`src/design/dep_pkg.sv`:
```
// Package of constants for the debug event pin block
package dep_pkg;
   // ------------------------------------------------------------
   // Register byte offsets
   // ------------------------------------------------------------
   localparam logic [3:0] OFS_CONTROL    = 4'h0;
   localparam logic [3:0] OFS_STATUS     = 4'h4;
   localparam logic [3:0] OFS_IRQ_MASK   = 4'h8;
   localparam logic [3:0] OFS_BP_CONTROL = 4'hC;
   // ------------------------------------------------------------
   // Field layout of the debug control register
   // ------------------------------------------------------------
   localparam int EIC_LSB = 0;
   localparam int EOS_LSB = 2;
   // ------------------------------------------------------------
   // Status bits (also the mask layout)
   // ------------------------------------------------------------
   localparam int ST_EXT_BREAK  = 0;
   localparam int ST_DEBUG_ENTR = 1;
   localparam int ST_BP_HIT     = 2;
   localparam int ST_WIDTH      = 3;
   // ------------------------------------------------------------
   // Encodings and reset values
   // ------------------------------------------------------------
   localparam int NUM_BP = 4;
   localparam logic [1:0] EIC_BREAK      = 2'h1;
   localparam logic [1:0] EOS_DEBUG_ENTR = 2'h1;
   localparam logic [1:0] EOS_BP_STATUS  = 2'h2;
   localparam logic [1:0] RST_FIELD      = 2'h0;
   localparam logic [31:0] RST_WORD      = 32'h0000_0000;
   typedef enum logic [1:0] {
      DEP_IDLE = 2'b00,
      DEP_RESP = 2'b01
   } dep_bus_type;
endpackage

```
`src/design/dep_event_pins.sv`:
```
// Debug event-in and event-out pin logic with Avalon-MM register slave
// What this block does
// - With event_in_control at 01 a high-to-low edge on event_in_pin raises a break request.
// - A break caused by event_in_pin sets external_break_flag in debug_status.
// - With event_out_select at 01 event_out_pin goes low one clock per debug-mode entry.
// - A breakpoint or watchpoint whose event-out enable is set shows its hit on event_out_pin.
// - Hit status reaches event_out_pin only while event_out_select holds 10.
//
// Register map, all words 32 bits wide, narrow fields in the low bits:
//   control   : event_in_control in bits 1:0, event_out_select in bits 3:2
//   status    : sticky event bits, cleared by a read of the register
//   irq mask  : same layout as status, one enables the interrupt
//   bp enable : one event-out enable bit per breakpoint or watchpoint unit
// Unmapped offsets ignore writes and read back as zero.
//
// Bus timing: every request costs exactly one wait cycle. Read data is
// latched in the wait cycle, so it already stands at the taking edge.
// The status clear removes only the bits that the read returned, so an
// event that lands after the latch is never lost.
//
// Pins: event_in_pin idles high, its falling edge is the event;
// event_out_pin idles high and is driven low to signal.
`timescale 1ns/100ps
`default_nettype none
module dep_event_pins (
   input  wire logic                       clk_sys,
   input  wire logic                       srst,
   input  wire logic [3:0]                 avs_address,
   input  wire logic                       avs_read,
   input  wire logic                       avs_write,
   input  wire logic [31:0]                avs_writedata,
   output logic      [31:0]                avs_readdata,
   output logic                            avs_waitrequest,
   output logic                            irq,
   input  wire logic                       event_in_pin,
   output logic                            event_out_pin,
   input  wire logic                       debug_mode,
   input  wire logic [dep_pkg::NUM_BP-1:0] bp_hit,
   output logic                            break_request
);
   // ------------------------------------------------------------
   // State
   // ------------------------------------------------------------
   dep_pkg::dep_bus_type             bus_state;
   logic [1:0]                       event_in_control;
   logic [1:0]                       event_out_select;
   logic [dep_pkg::ST_WIDTH-1:0]     debug_status;
   logic [dep_pkg::ST_WIDTH-1:0]     irq_mask;
   logic [dep_pkg::NUM_BP-1:0]       bp_out_enable;
   logic                             evi_prev;
   logic                             dbg_prev;
   logic                             evi_fall;
   logic                             dbg_entry;
   logic                             bp_any;
   logic                             wr_take;
   logic                             rd_take;
   logic [dep_pkg::ST_WIDTH-1:0]     ev_set;

   function automatic logic hit_ofs(input logic [3:0] a, input logic [3:0] o);
      hit_ofs = (a == o);
   endfunction

   // ------------------------------------------------------------
   // Bus handshake: one wait cycle, answer on the second edge
   // ------------------------------------------------------------
   assign avs_waitrequest = (avs_read | avs_write) & (bus_state == dep_pkg::DEP_IDLE);
   assign wr_take = avs_write & ~avs_waitrequest;
   assign rd_take = avs_read & ~avs_waitrequest;

   always_ff @(posedge clk_sys) begin
      if (srst) begin
         bus_state <= dep_pkg::DEP_IDLE;
      end else begin
         case (bus_state)
            dep_pkg::DEP_IDLE: begin
               if (avs_read | avs_write) begin
                  bus_state <= dep_pkg::DEP_RESP;
               end
            end
            dep_pkg::DEP_RESP: bus_state <= dep_pkg::DEP_IDLE;
            default:           bus_state <= dep_pkg::DEP_IDLE;
         endcase
      end
   end

   // Read data latched while waitrequest is high so it stands at the taking edge
   always_ff @(posedge clk_sys) begin
      if (srst) begin
         avs_readdata <= dep_pkg::RST_WORD;
      end else if (avs_read & avs_waitrequest) begin
         avs_readdata <= dep_pkg::RST_WORD;
         if (hit_ofs(avs_address, dep_pkg::OFS_CONTROL)) begin
            avs_readdata[dep_pkg::EIC_LSB +: 2] <= event_in_control;
            avs_readdata[dep_pkg::EOS_LSB +: 2] <= event_out_select;
         end else if (hit_ofs(avs_address, dep_pkg::OFS_STATUS)) begin
            avs_readdata[dep_pkg::ST_WIDTH-1:0] <= debug_status;
         end else if (hit_ofs(avs_address, dep_pkg::OFS_IRQ_MASK)) begin
            avs_readdata[dep_pkg::ST_WIDTH-1:0] <= irq_mask;
         end else if (hit_ofs(avs_address, dep_pkg::OFS_BP_CONTROL)) begin
            avs_readdata[dep_pkg::NUM_BP-1:0] <= bp_out_enable;
         end
      end
   end

   // ------------------------------------------------------------
   // Writable registers
   // ------------------------------------------------------------
   always_ff @(posedge clk_sys) begin
      if (srst) begin
         event_in_control <= dep_pkg::RST_FIELD;
         event_out_select <= dep_pkg::RST_FIELD;
         irq_mask         <= '0;
         bp_out_enable    <= '0;
      end else if (wr_take) begin
         if (hit_ofs(avs_address, dep_pkg::OFS_CONTROL)) begin
            event_in_control <= avs_writedata[dep_pkg::EIC_LSB +: 2];
            event_out_select <= avs_writedata[dep_pkg::EOS_LSB +: 2];
         end
         if (hit_ofs(avs_address, dep_pkg::OFS_IRQ_MASK)) begin
            irq_mask <= avs_writedata[dep_pkg::ST_WIDTH-1:0];
         end
         if (hit_ofs(avs_address, dep_pkg::OFS_BP_CONTROL)) begin
            bp_out_enable <= avs_writedata[dep_pkg::NUM_BP-1:0];
         end
      end
   end

   // ------------------------------------------------------------
   // Edge detection on pin and debug-mode level
   // ------------------------------------------------------------
   always_ff @(posedge clk_sys) begin
      if (srst) begin
         evi_prev <= 1'b1;
         dbg_prev <= 1'b0;
      end else begin
         evi_prev <= event_in_pin;
         dbg_prev <= debug_mode;
      end
   end

   // A low lasting one clock is seen, as the driver guarantees
   assign evi_fall  = evi_prev & ~event_in_pin;
   assign dbg_entry = debug_mode & ~dbg_prev;
   assign bp_any    = |(bp_hit & bp_out_enable);

   // Break request one clock after a qualified falling edge
   always_ff @(posedge clk_sys) begin
      if (srst) begin
         break_request <= 1'b0;
      end else begin
         break_request <= evi_fall & (event_in_control == dep_pkg::EIC_BREAK);
      end
   end

   // ------------------------------------------------------------
   // Sticky status; a new event wins over the clear-on-read
   // ------------------------------------------------------------
   always_comb begin
      ev_set = '0;
      ev_set[dep_pkg::ST_EXT_BREAK]  = evi_fall & (event_in_control == dep_pkg::EIC_BREAK);
      ev_set[dep_pkg::ST_DEBUG_ENTR] = dbg_entry;
      ev_set[dep_pkg::ST_BP_HIT]     = bp_any;
   end

   // Clear only the returned bits; an event after the latch must survive
   always_ff @(posedge clk_sys) begin
      if (srst) begin
         debug_status <= '0;
      end else if (rd_take & hit_ofs(avs_address, dep_pkg::OFS_STATUS)) begin
         debug_status <= (debug_status & ~avs_readdata[dep_pkg::ST_WIDTH-1:0]) | ev_set;
      end else begin
         debug_status <= debug_status | ev_set;
      end
   end

   // Level interrupt straight from registers, no extra latency
   assign irq = |(debug_status & irq_mask);

   // ------------------------------------------------------------
   // Event-out pin, active low, registered
   // ------------------------------------------------------------
   always_ff @(posedge clk_sys) begin
      if (srst) begin
         event_out_pin <= 1'b1;
      end else begin
         case (event_out_select)
            dep_pkg::EOS_DEBUG_ENTR: event_out_pin <= ~dbg_entry;
            dep_pkg::EOS_BP_STATUS:  event_out_pin <= ~bp_any;
            default:                 event_out_pin <= 1'b1;
         endcase
      end
   end

   // ------------------------------------------------------------
   // Checks
   // ------------------------------------------------------------
   ext_break_a: assert property (@(posedge clk_sys) disable iff (srst)
      (evi_fall && event_in_control == dep_pkg::EIC_BREAK) |=> break_request)
      else $error("falling edge did not raise break request");
   no_break_a: assert property (@(posedge clk_sys) disable iff (srst)
      break_request |-> $past(event_in_control) == dep_pkg::EIC_BREAK && $fell(evi_prev))
      else $error("break request without qualified edge");
   flag_set_a: assert property (@(posedge clk_sys) disable iff (srst)
      break_request |-> debug_status[dep_pkg::ST_EXT_BREAK])
      else $error("external break flag not set");
   entry_pulse_a: assert property (@(posedge clk_sys) disable iff (srst)
      ($rose(debug_mode) && event_out_select == dep_pkg::EOS_DEBUG_ENTR)
      |=> !event_out_pin ##1 (event_out_pin || $rose(debug_mode)))
      else $error("debug entry pulse wrong");
   bp_show_a: assert property (@(posedge clk_sys) disable iff (srst)
      (event_out_select == dep_pkg::EOS_BP_STATUS && |(bp_hit & bp_out_enable))
      |=> !event_out_pin)
      else $error("breakpoint hit not shown");
   bp_gate_a: assert property (@(posedge clk_sys) disable iff (srst)
      (event_out_select == dep_pkg::EOS_BP_STATUS && !(|(bp_hit & bp_out_enable)))
      |=> event_out_pin)
      else $error("event out low without hit");
   idle_high_a: assert property (@(posedge clk_sys) disable iff (srst)
      (event_out_select != dep_pkg::EOS_DEBUG_ENTR && event_out_select != dep_pkg::EOS_BP_STATUS)
      |=> event_out_pin)
      else $error("event out not idle high");
   wait_one_a: assert property (@(posedge clk_sys) disable iff (srst)
      ($rose(avs_read) || $rose(avs_write)) |-> avs_waitrequest ##1 !avs_waitrequest)
      else $error("bus answer not after one wait cycle");
   // Guards skip cycles where a read, any write or reset changed the inputs
   irq_lvl_a: assert property (@(posedge clk_sys) disable iff (srst)
      ($past(debug_status & irq_mask) != '0 && !$past(rd_take) && !$past(wr_take)
       && !$past(srst)) |-> irq)
      else $error("interrupt missing");
   irq_low_a: assert property (@(posedge clk_sys) disable iff (srst)
      ((debug_status & irq_mask) == '0) |-> !irq)
      else $error("interrupt without unmasked status");
   // A falling edge needs the pin high again, so requests never touch
   break_pulse_a: assert property (@(posedge clk_sys) disable iff (srst)
      break_request |=> !break_request)
      else $error("break request longer than one cycle");
   // Sticky flag holds until the status register is read
   flag_hold_a: assert property (@(posedge clk_sys) disable iff (srst)
      (debug_status[dep_pkg::ST_EXT_BREAK]
       && !(rd_take && hit_ofs(avs_address, dep_pkg::OFS_STATUS)))
      |=> debug_status[dep_pkg::ST_EXT_BREAK])
      else $error("external break flag lost");
   // An event in the clearing cycle must not be swallowed
   set_wins_a: assert property (@(posedge clk_sys) disable iff (srst)
      (ev_set != '0) |=> ((debug_status & $past(ev_set)) == $past(ev_set)))
      else $error("status event lost");
   // In entry mode the pin is low only right after an entry
   entry_only_a: assert property (@(posedge clk_sys) disable iff (srst)
      (event_out_select == dep_pkg::EOS_DEBUG_ENTR && !dbg_entry) |=> event_out_pin)
      else $error("event out low without debug entry");
   // Unmapped reads return zero
   ro_zero_a: assert property (@(posedge clk_sys) disable iff (srst)
      (avs_read && avs_waitrequest && !hit_ofs(avs_address, dep_pkg::OFS_CONTROL)
       && !hit_ofs(avs_address, dep_pkg::OFS_STATUS)
       && !hit_ofs(avs_address, dep_pkg::OFS_IRQ_MASK)
       && !hit_ofs(avs_address, dep_pkg::OFS_BP_CONTROL))
      |=> avs_readdata == dep_pkg::RST_WORD)
      else $error("unmapped read not zero");

   break_c: cover property (@(posedge clk_sys) disable iff (srst) break_request);
   entry_c: cover property (@(posedge clk_sys) disable iff (srst)
      event_out_select == dep_pkg::EOS_DEBUG_ENTR && !event_out_pin);
   bp_c:    cover property (@(posedge clk_sys) disable iff (srst)
      event_out_select == dep_pkg::EOS_BP_STATUS && !event_out_pin);
   irq_c:   cover property (@(posedge clk_sys) disable iff (srst) irq ##1 !irq);
   clear_c: cover property (@(posedge clk_sys) disable iff (srst)
      rd_take && hit_ofs(avs_address, dep_pkg::OFS_STATUS) && debug_status != '0);
endmodule
`default_nettype wire

```
`config.mk`:
```
export PLATFORM = sky130hd
export DESIGN_NAME = dep_event_pins
export DESIGN_NICKNAME = d
export VERILOG_FILES = /design/src/design/dep_pkg.sv /design/src/design/dep_event_pins.sv
export SDC_FILE = /design/constraint.sdc
export NUM_CORES = 1
export LEC_CHECK = 0
export BUFFER_PORTS_ARGS = -buffer_cell sky130_fd_sc_hd__buf_4
export CORE_MARGIN = 1
export CORE_UTILIZATION = 42
export DETAILED_ROUTE_END_ITERATION = 8
export GPL_ROUTABILITY_DRIVEN = 0
export GPL_TIMING_DRIVEN = 0
export PLACE_DENSITY_LB_ADDON = 0.2
export SLEW_MARGIN = 20
export SYNTH_ARGS = -nofsm -noshare
export SYNTH_HDL_FRONTEND = slang
export SYNTH_SLANG_ARGS = --single-unit
```
`constraint.sdc`:
```
create_clock -name clk_sys -period 2.1 [get_ports clk_sys]
set_clock_uncertainty 0.2 [all_clocks]
set_input_delay 0.21 -clock clk_sys [delete_from_list [all_inputs] [get_ports clk_sys]]
set_output_delay 0.21 -clock clk_sys [all_outputs]
set_load 0.02 [all_outputs]
```
==> flow_summary.json, run 1 <==
{
  "status": "finished with violations",
  "violations": "design-rule violations",
  "final_core_util_pct": 61.0,
  "cts_setup_buffers": 0,
  "overflow": 0,
  "netlist-cell-type-count": 35,
  "start_util_pct": 45.8,
  "dpl_cell_area_um2": 1610,
  "dieArea_um2": 3310,
  "pre_cts_slack_ps": 401,
  "power-per-cell-area_nw_per_um2": 484,
  "use_met3_pct": 2.72,
  "fin_setup_tns_ps": 0,
  "whs_ps": 2.59,
  "grt_pass1_wl_um": 4590,
  "core_um2": 2830,
  "fmax_ghz": 0.578,
  "drv_slew": 0,
  "synthesis.area_um2": 1290,
  "clock_latency_ps": 320,
  "arrival_ps": 1740,
  "max_slew_margin_pct": 50.9,
  "vias": 1099,
  "holdBufCountCts": 9,
  "dieHeight_um": 57.5,
  "wl_um": 2640,
  "htreeDepth": 1,
  "fin_nets": 252,
  "fin_ws_ps": 371,
  "grt_setup_unrepaired": "no",
  "area_growth_pct": 33.2,
  "std_cell_rows": 19,
  "setup_viol": 0,
  "p_leak_uw": 0.000824,
  "path_clk_slew_ps": 130,
  "dr.pass1.iters": 6,
  "hold_path.class": "in -> reg",
  "clock_path_buffers": 2,
  "grt-busiest-layer": "met2",
  "synth.top_cell.area_share_pct": 35.6,
  "yosysTopAreaCell": "dfxtp_1",
  "pin_count": 82,
  "start_kind": "input pin",
  "worstMarginPinSlew_ps": 726,
  "avgSynthCellArea_um2": 9.25,
  "grt_max_degree": 14,
  "antennaDiodeCount": 0,
  "cts-resized-gates": 0,
  "met1_usage_pct": 21.3,
  "layout-drive-gt1-share_pct": 32.0,
  "ir_drop_mv": 0.310,
  "drc": 4,
  "root_buffer": "clkbuf_4",
  "critical_path_class": "in -> reg",
  "place_hpwl_um": 2140,
  "synth_area_leaders": "dfxtp_1 36%, buf_4 17%, mux4_1 6.1%",
  "post-route-min-period_ps": 1730,
  "final_cell_mix": "52 x buf_4, 28 x conb_1, 23 x dfxtp_1",
  "layout_commonest_cell": "buf_4",
  "crit_path_end_kind": "flip-flop",
  "yosys_warnings": 0,
  "fin_area_um2": 1730,
  "ys_ff_latch": 23,
  "grt_pass1_vias": 1066,
  "path_max_fanout": 6,
  "ant_nets": 0,
  "met2_usage_pct": 32.1,
  "numCtsBuffers": 3,
  "netlist_instances": 140,
  "layout_worst_path_cycle_share_pct": 82.3,
  "die_w_um": 57.5,
  "cts_tree": "built",
  "synth-seq-area-share_pct": 35.6,
  "numClockSinks": 23,
  "io_buffers": 23,
  "antenna_found_initial": 0,
  "wl_per_cell_um": 11.3,
  "cp.required_ps": 2110,
  "first_iter_violations": 39,
  "maxCapViolations": 0,
  "nFillCells": 257,
  "hold_violations": 0,
  "post_drt_via_cell_ratio": 4.70,
  "grt_use_total_pct": 17.9
}
## worst paths after layout
| check | from | endpoint | slack (ps) | depth (start not counted) |
|---|---|---|---|---|
| max | srst | evi_prev | 370 | 4 |
| min | bp_hit[1] | debug_status[2] | 3 | 3 |
| max reg2reg | bus_state[0] | avs_readdata[3] | 410 | 3 |
| min reg2reg | evi_prev | break_request | 250 | 2 |
## worst max-delay path, stage by stage
cell	delay, ps
dlygate4sd3_1	530
buf_4	160
or2_2	280
dlygate4sd3_1	560
## cells in the mapped netlist (all sizes together)
| cell | count |
|---|---|
| nor2b | 1 |
| mux4 | 3 |
| a222oi | 1 |
| a21o | 1 |
| and3 | 1 |
| conb | 1 |
| ha | 2 |
| a22o | 1 |
| mux2i | 7 |
| o41ai | 2 |
| a211o | 1 |
| nor4b | 1 |
| nor2 | 5 |
| nand3 | 4 |
| buf | 30 |
| dfxtp | 23 |
| clkbuf | 2 |
| nand2 | 14 |
| nor3 | 3 |
| a221oi | 1 |
| or4 | 1 |
| or2 | 2 |
| nand4b | 1 |
| inv | 8 |
| o21ai | 5 |
| or3b | 2 |
| nand2b | 3 |
| a21oi | 7 |
| a31o | 1 |
| nor3b | 3 |
| a22oi | 3 |
## flip-flops by register name, indices dropped and copies added, names as in the netlist
signal            flops
avs_readdata          4
bp_out_enable         4
break_request         1
bus_state             1
dbg_prev              1
debug_status          3
event_in_control      2
event_out_pin         1
event_out_select      2
evi_prev              1
irq_mask              3
## final cells by class
type	count	area, um2	share of cell area, %
tap	31	38.8	2.25
inverter	8	30.0	1.74
multi-input combinational	104	669	38.8
timing repair buffer	32	263	15.2
clock buffer	3	22.5	1.31
clock inverter	1	5.00	0.290
sequential	23	460	26.7
buffer	32	236	13.7
## layer usage
| layer | wire (um) | vias to the layer above |
|---|---|---|
| li1 | - | 557 |
| met1 | 1110 | 492 |
| met2 | 1290 | 45 |
| met3 | 203 | 5 |
| met4 | 31 | 0 |
| met5 | 0 | - |
## cells by family (layout without fill, tap and decap cells)
group,after synthesis,count (layout),synth area share (%)
muxes,10,10,11.5
and+or+nand+nor,41,41,18.4
DFF,23,23,35.6
other,1,28,0.290
AOI/OAI and AO/OA,23,23,11.8
adders and majority gates,2,2,1.93
buffers and inverters,40,76,20.6
## report_power, final
| group | leakage [uW] | total [uW] | internal, uW | switching [uW] |
|---|---|---|---|---|
| Combinational | 0.000619 | 182 | 87.5 | 94.3 |
| Sequential | 0.000186 | 449 | 443 | 6.06 |
| Clock | 0.0000177 | 205 | 71.3 | 133 |
## through the flow
stage                     std cells  total power, uW
after floorplan                 167              584
after global placement          221              622
after detailed placement        221              624
after CTS                       234              837
after global routing            234              882
final                           234              835
Power figures use the tool's default switching activity.
==> run 2: changes to the inputs <==
ABC_AREA = 1   (was default)
CORE_UTILIZATION = 38   (was 42)
clock period = 1.4 ns   (was 2.1 ns; I/O delays follow)
==> run 2 against run 1 <==
The flow finishes with violations (negative hold slack). Synthesized cell count increased by 33%. Sequential share of layout area decreased by 1.8 points. Highest routed layer unchanged. Final area increased by 8.8%. Worst hold slack got worse by 89 ps. Clock-buffer cell count unchanged. Total power increased by 63%. Clock power increased by 51%. Register-to-register slack got worse by 330 ps. Sequential power increased by 54%.
==> flow_summary.json, run 2 <==
{
  "antennaDiodeCount": 0,
  "avgSynthCellArea_um2": 7.17,
  "synth_flop_cell": "dfxtp_1",
  "seq_power_share_pct": 50.7,
  "post_drt_via_cell_ratio": 4.15,
  "numCtsBuffers": 3,
  "wl_per_cell_um": 9.89,
  "htreeDepth": 1,
  "netlist_instances": 186,
  "status": "finished with violations",
  "p_sw_share_pct": 30.7,
  "p_leak_uw": 0.000903,
  "clock_path_buffers": 2,
  "top_layer_used": "met4",
  "antenna_found_initial": 0,
  "clkPwrFrac_pct": 22.8,
  "clock_latency_ps": 310,
  "switchingPower_uw": 419,
  "reg_top3": "avs_readdata (4), bp_out_enable (4)",
  "critical_path_class": "in -> reg",
  "wl_met1_um": 1340,
  "area_growth_pct": 40.8,
  "pin_count": 82,
  "first_iter_violations": 15,
  "crit_slowest_cell": "dlygate4sd3_1",
  "synth.top_cell.area_share_pct": 34.5,
  "vias": 1240,
  "fin_nets": 302,
  "dr.pass1.iters": 4,
  "met3WireLength_um": 174,
  "p_int_uw": 944,
  "yosysTopAreaCell": "dfxtp_1",
  "overflow": 0,
  "dieArea_um2": 3750,
  "holdBufCountCts": 12,
  "power_uw": 1360,
  "synth-seq-area-share_pct": 34.5,
  "dieHeight_um": 61.2,
  "netlist-cell-type-count": 23,
  "path_clk_slew_ps": 130,
  "numClockSinks": 23,
  "nFillCells": 330,
  "start_util_pct": 40.0,
  "grt_use_total_pct": 17.2,
  "fmax_ghz": 0.734,
  "post-route-min-period_ps": 1360,
  "std_cell_rows": 21,
  "layout-drive-gt1-share_pct": 34.8,
  "layout_commonest_cell": "buf_4",
  "drc": 0,
  "ant_nets": 0,
  "io_buffers": 24,
  "die_w_um": 61.2,
  "yosys.cell_count.top_type": "buf_4",
  "final_cell_mix": "51 x buf_4, 28 x conb_1, 20 x nand2_1",
  "violations": "negative hold slack",
  "ys_ff_latch": 23,
  "hold_violations": 1,
  "yosys_warnings": 0,
  "maxCapViolations": 0,
  "core_um2": 3340,
  "cts_setup_buffers": 0,
  "ir_drop_mv": 0.485,
  "combPwrFrac_pct": 26.5,
  "synth_top_cells_by_count": "28 x buf_4, 23 x dfxtp_1, 20 x nand2_1",
  "grt_pass1_wl_um": 4670,
  "synthesis.area_um2": 1330,
  "critPathMaxStageDelay_ps": 550,
  "grt_max_degree": 14,
  "synth_area_leaders": "dfxtp_1 35%, buf_4 16%, nand3_1 6.8%",
  "crit_path_end_kind": "flip-flop",
  "place_hpwl_um": 2210,
  "arrival_ps": 1420,
  "setup_viol": 0,
  "synth_edf_count": 0,
  "async_flop_share_pct": 0,
  "cp_cell_sequence": "buf_2 -> dlygate4sd3_1 -> inv_1 -> clkbuf_4 -> o21ai_0 -> nor2_1",
  "grt_pass1_vias": 1054,
  "layout_worst_path_cycle_share_pct": 97.3,
  "root_buffer": "clkbuf_4",
  "hold_path.class": "in -> reg",
  "start_kind": "input pin",
  "cp.required_ps": 1460,
  "cts_tree": "built",
  "power-per-cell-area_nw_per_um2": 726,
  "wl_um": 2960,
  "drv_slew": 0,
  "path_max_fanout": 10,
  "whs_ps": -86.2,
  "met2WireLength_um": 1410
}
-- run 2: critical path: cells and delay by family --
family                 cells  cell delay (ps)
buffers and inverters      4             1100
AOI/OAI and AO/OA          1               90
and+or+nand+nor            1               80
-- run 2: timing repair --
| item | 4_1_cts | 5_1_grt |
|---|---|---|
| gates resized for setup | 1 | 19 |
| hold endpoints to repair | 20 | 1 |
| gates cloned | 0 | 0 |
| endpoints found under the setup margin | 4 | 13 |
-- run 2: cell families (layout without fill, tap and decap cells) --
kind of cell / Yosys count / in the layout / share of synthesized area, %
AOI/OAI and AO/OA: 25 / 25 / 9.85
buffers and inverters: 53 / 93 / 23.6
adders and majority gates: 2 / 2 / 1.88
other: 1 / 28 / 0.281
and+or+nand+nor: 82 / 82 / 29.8
DFF: 23 / 23 / 34.5
-- run 2: layout make-up --
class                   instances  area [um2]  share of cell area [%]
plain buffers                  32         241                    12.9
inverters                      21        78.8                    4.20
clock inverters                 1        5.00                   0.266
well taps                      46        57.6                    3.06
clock buffers                   3        22.5                    1.20
repair buffers                 36         308                    16.4
flip-flops and latches         23         468                    24.9
multi-input cells             137         697                    37.1
-- run 2: final timing paths --
path | from | end | slack [ps] | cells after the start
max reg2reg | bus_state[0] | irq_mask[1] | 80 | 6
min reg2reg | debug_status[1] | debug_status[1] | 300 | 2
max | srst | bp_out_enable[0] | 40 | 6
min | avs_write | bus_state[0] | -90 | 3
-- run 2: power groups by stage --
stage               Clock, uW  Sequential [uW]  Combinational, uW
CTS                       327              690                346
global placement            0              705                316
floorplan                   0              712                220
global route              364              695                399
finish                    310              692                361
detailed placement          0              705                317
-- run 2: per-stage QoR --
step	setup slack (ps)	utilization, %	TNS, ps	instances	area, um2
after floorplan	174	-	0	213	1440
after global placement	-2.08	50.1	-2.08	283	1670
after detailed placement	-3.22	50.1	-3.22	283	1670
after CTS	7.41	54.7	0	299	1830
after global routing	-2.18	56.3	-2.18	299	1880
final	38.3	56.3	0	299	1880
-- run 2: metal layers --
metal | vias to the layer above | GRT usage, %
met3 | 4 | 2.73
met4 | 0 | 7.47
met5 | - | 0
met2 | 44 | 27.5
met1 | 512 | 23.1
li1 | 680 | -
==> run 3: changes to the inputs <==
PLACE_DENSITY = 0.79   (was default)
PLACE_DENSITY_LB_ADDON = default   (was 0.2)
==> run 3 against run 2 <==
The flow still finishes with violations (negative hold slack). Combinational power hardly changed. First-iteration DRC count grew to 2.7 times the previous value. Routed wire length is 2.7% lower. Final area is 1.2% lower. Total power is 0.87% lower. Via count is 4.9% higher.
==> flow_summary.json, run 3 (same netlist as run 2, synthesis figures left out) <==
{
  "status": "finished with violations",
  "violations": "negative hold slack",
  "critical_path_class": "reg -> reg",
  "ant_nets": 0,
  "reg2reg_to": "event_in_control[1]",
  "clock_path_buffers": 2,
  "fin_nets": 300,
  "die_w_um": 61.2,
  "std_cell_rows": 21,
  "startpoint": "bus_state[0]",
  "hold_violations": 1,
  "p_int_uw": 939,
  "nFillCells": 307,
  "crit_path_end_kind": "flip-flop",
  "r2r_slack_ps": 50,
  "maxCapViolations": 0,
  "grt_pass1_vias": 976,
  "place_hpwl_um": 2150,
  "cp.required_ps": 1410,
  "dieHeight_um": 61.2,
  "multi_input_area_um2": 702,
  "grt_pass1_wl_um": 4330,
  "combPwrFrac_pct": 26.5,
  "path_clk_slew_ps": 130,
  "start_util_pct": 40.0,
  "final_cell_mix": "52 x buf_4, 28 x conb_1, 20 x nand2_1",
  "numCtsBuffers": 3,
  "p_leak_uw": 0.000893,
  "layout_worst_path_cycle_share_pct": 96.5,
  "clkPwrFrac_pct": 22.3,
  "clock_latency_ps": 300,
  "setup_viol": 0,
  "htreeDepth": 1,
  "grt_use_total_pct": 15.7,
  "cts_tree": "built",
  "root_buffer": "clkbuf_4",
  "dr.pass1.iters": 4,
  "wl_per_cell_um": 9.69,
  "reg_top3": "avs_readdata (4), bp_out_enable (4)",
  "drc": 0,
  "seq_power_share_pct": 51.2,
  "area_growth_pct": 39.1,
  "wl_um": 2880,
  "arrival_ps": 1360,
  "first_iter_violations": 40,
  "register_area_um2": 467,
  "overflow": 0,
  "antenna_found_initial": 0,
  "final_core_util_pct": 55.6,
  "numClockSinks": 23,
  "post_drt_via_cell_ratio": 4.38,
  "start_kind": "flip-flop",
  "p_sw_share_pct": 30.5,
  "power-per-cell-area_nw_per_um2": 728,
  "fmax_ghz": 0.740,
  "post-route-min-period_ps": 1350,
  "grt_max_degree": 14,
  "path_max_fanout": 10,
  "cts_setup_buffers": 0,
  "layout_commonest_cell": "buf_4",
  "layout-drive-gt1-share_pct": 35.1,
  "rr_worst_depth": 6,
  "cp-endpoint": "event_in_control[1]",
  "power_uw": 1350,
  "dieArea_um2": 3750,
  "core_um2": 3340,
  "antennaDiodeCount": 0,
  "io_buffers": 24,
  "switchingPower_uw": 412,
  "whs_ps": -39.6,
  "pin_count": 82,
  "rr_startpoint": "bus_state[0]",
  "hold_path.class": "in -> reg",
  "ir_drop_mv": 0.416,
  "vias": 1301,
  "holdBufCountCts": 10,
  "drv_slew": 0
}
-- run 3: layer usage --
metal,global-route usage [%],up-vias,part of all wire [%]
met1,20.9,561,44
met2,26.1,59,48
met4,5.84,0,0.63
met3,2.10,2,7.0
li1,-,679,-
met5,0,-,0
-- run 3: what timing repair did --
action                                  4_1_cts  5_1_grt
endpoints found under the setup margin        5       13
gates resized for setup                       1       17
endpoints found under the hold margin        19        1
-- run 3: final cells by class --
type	instances	share of cell area [%]
multi-input combinational	137	37.8
sequential	23	25.2
timing repair buffer	34	15.3
buffer	32	12.9
inverter	21	4.25
tap	46	3.10
clock buffer	3	1.21
clock inverter	1	0.270
-- run 3: through the flow --
step | setup slack [ps] | std cells | setup TNS (ps) | instance area, um2
2_1_floorplan | 174 | 213 | 0 | 1440
3_3_place_gp | 35.9 | 283 | 0 | 1670
3_5_place_dp | 22.9 | 283 | 0 | 1670
4_1_cts | 2.05 | 297 | 0 | 1810
5_1_grt | -23.7 | 297 | -23.7 | 1860
6_report | 49.4 | 297 | 0 | 1860
-- run 3: worst min path at each step --
| stage | startpoint | endpoint | slack [ps] | cells after the start |
|---|---|---|---|---|
| after floorplan | event_in_pin | evi_prev | 40 | 2 |
| after global placement | event_in_pin | evi_prev | 130 | 3 |
| after detailed placement | event_in_pin | evi_prev | 140 | 3 |
| after CTS | avs_read | bus_state[0] | -70 | 3 |
| after global routing | avs_read | bus_state[0] | -40 | 3 |
| final | avs_read | bus_state[0] | -40 | 3 |
-- run 3: worst max-delay path: stages, from the launching register on --
cell and delay (ps):
dfxtp_2 360, inv_2 50, o21ai_4 80, nand2_4 120, buf_4 200, nor3_1 180
nor2_1 80
-- run 3: power groups by stage --
stage               registers, uW  clock network [uW]  logic [uW]
finish                        692                 302         358
global route                  695                 335         394
CTS                           690                 314         342
detailed placement            704                   0         317
global placement              704                   0         313
floorplan                     712                   0         220
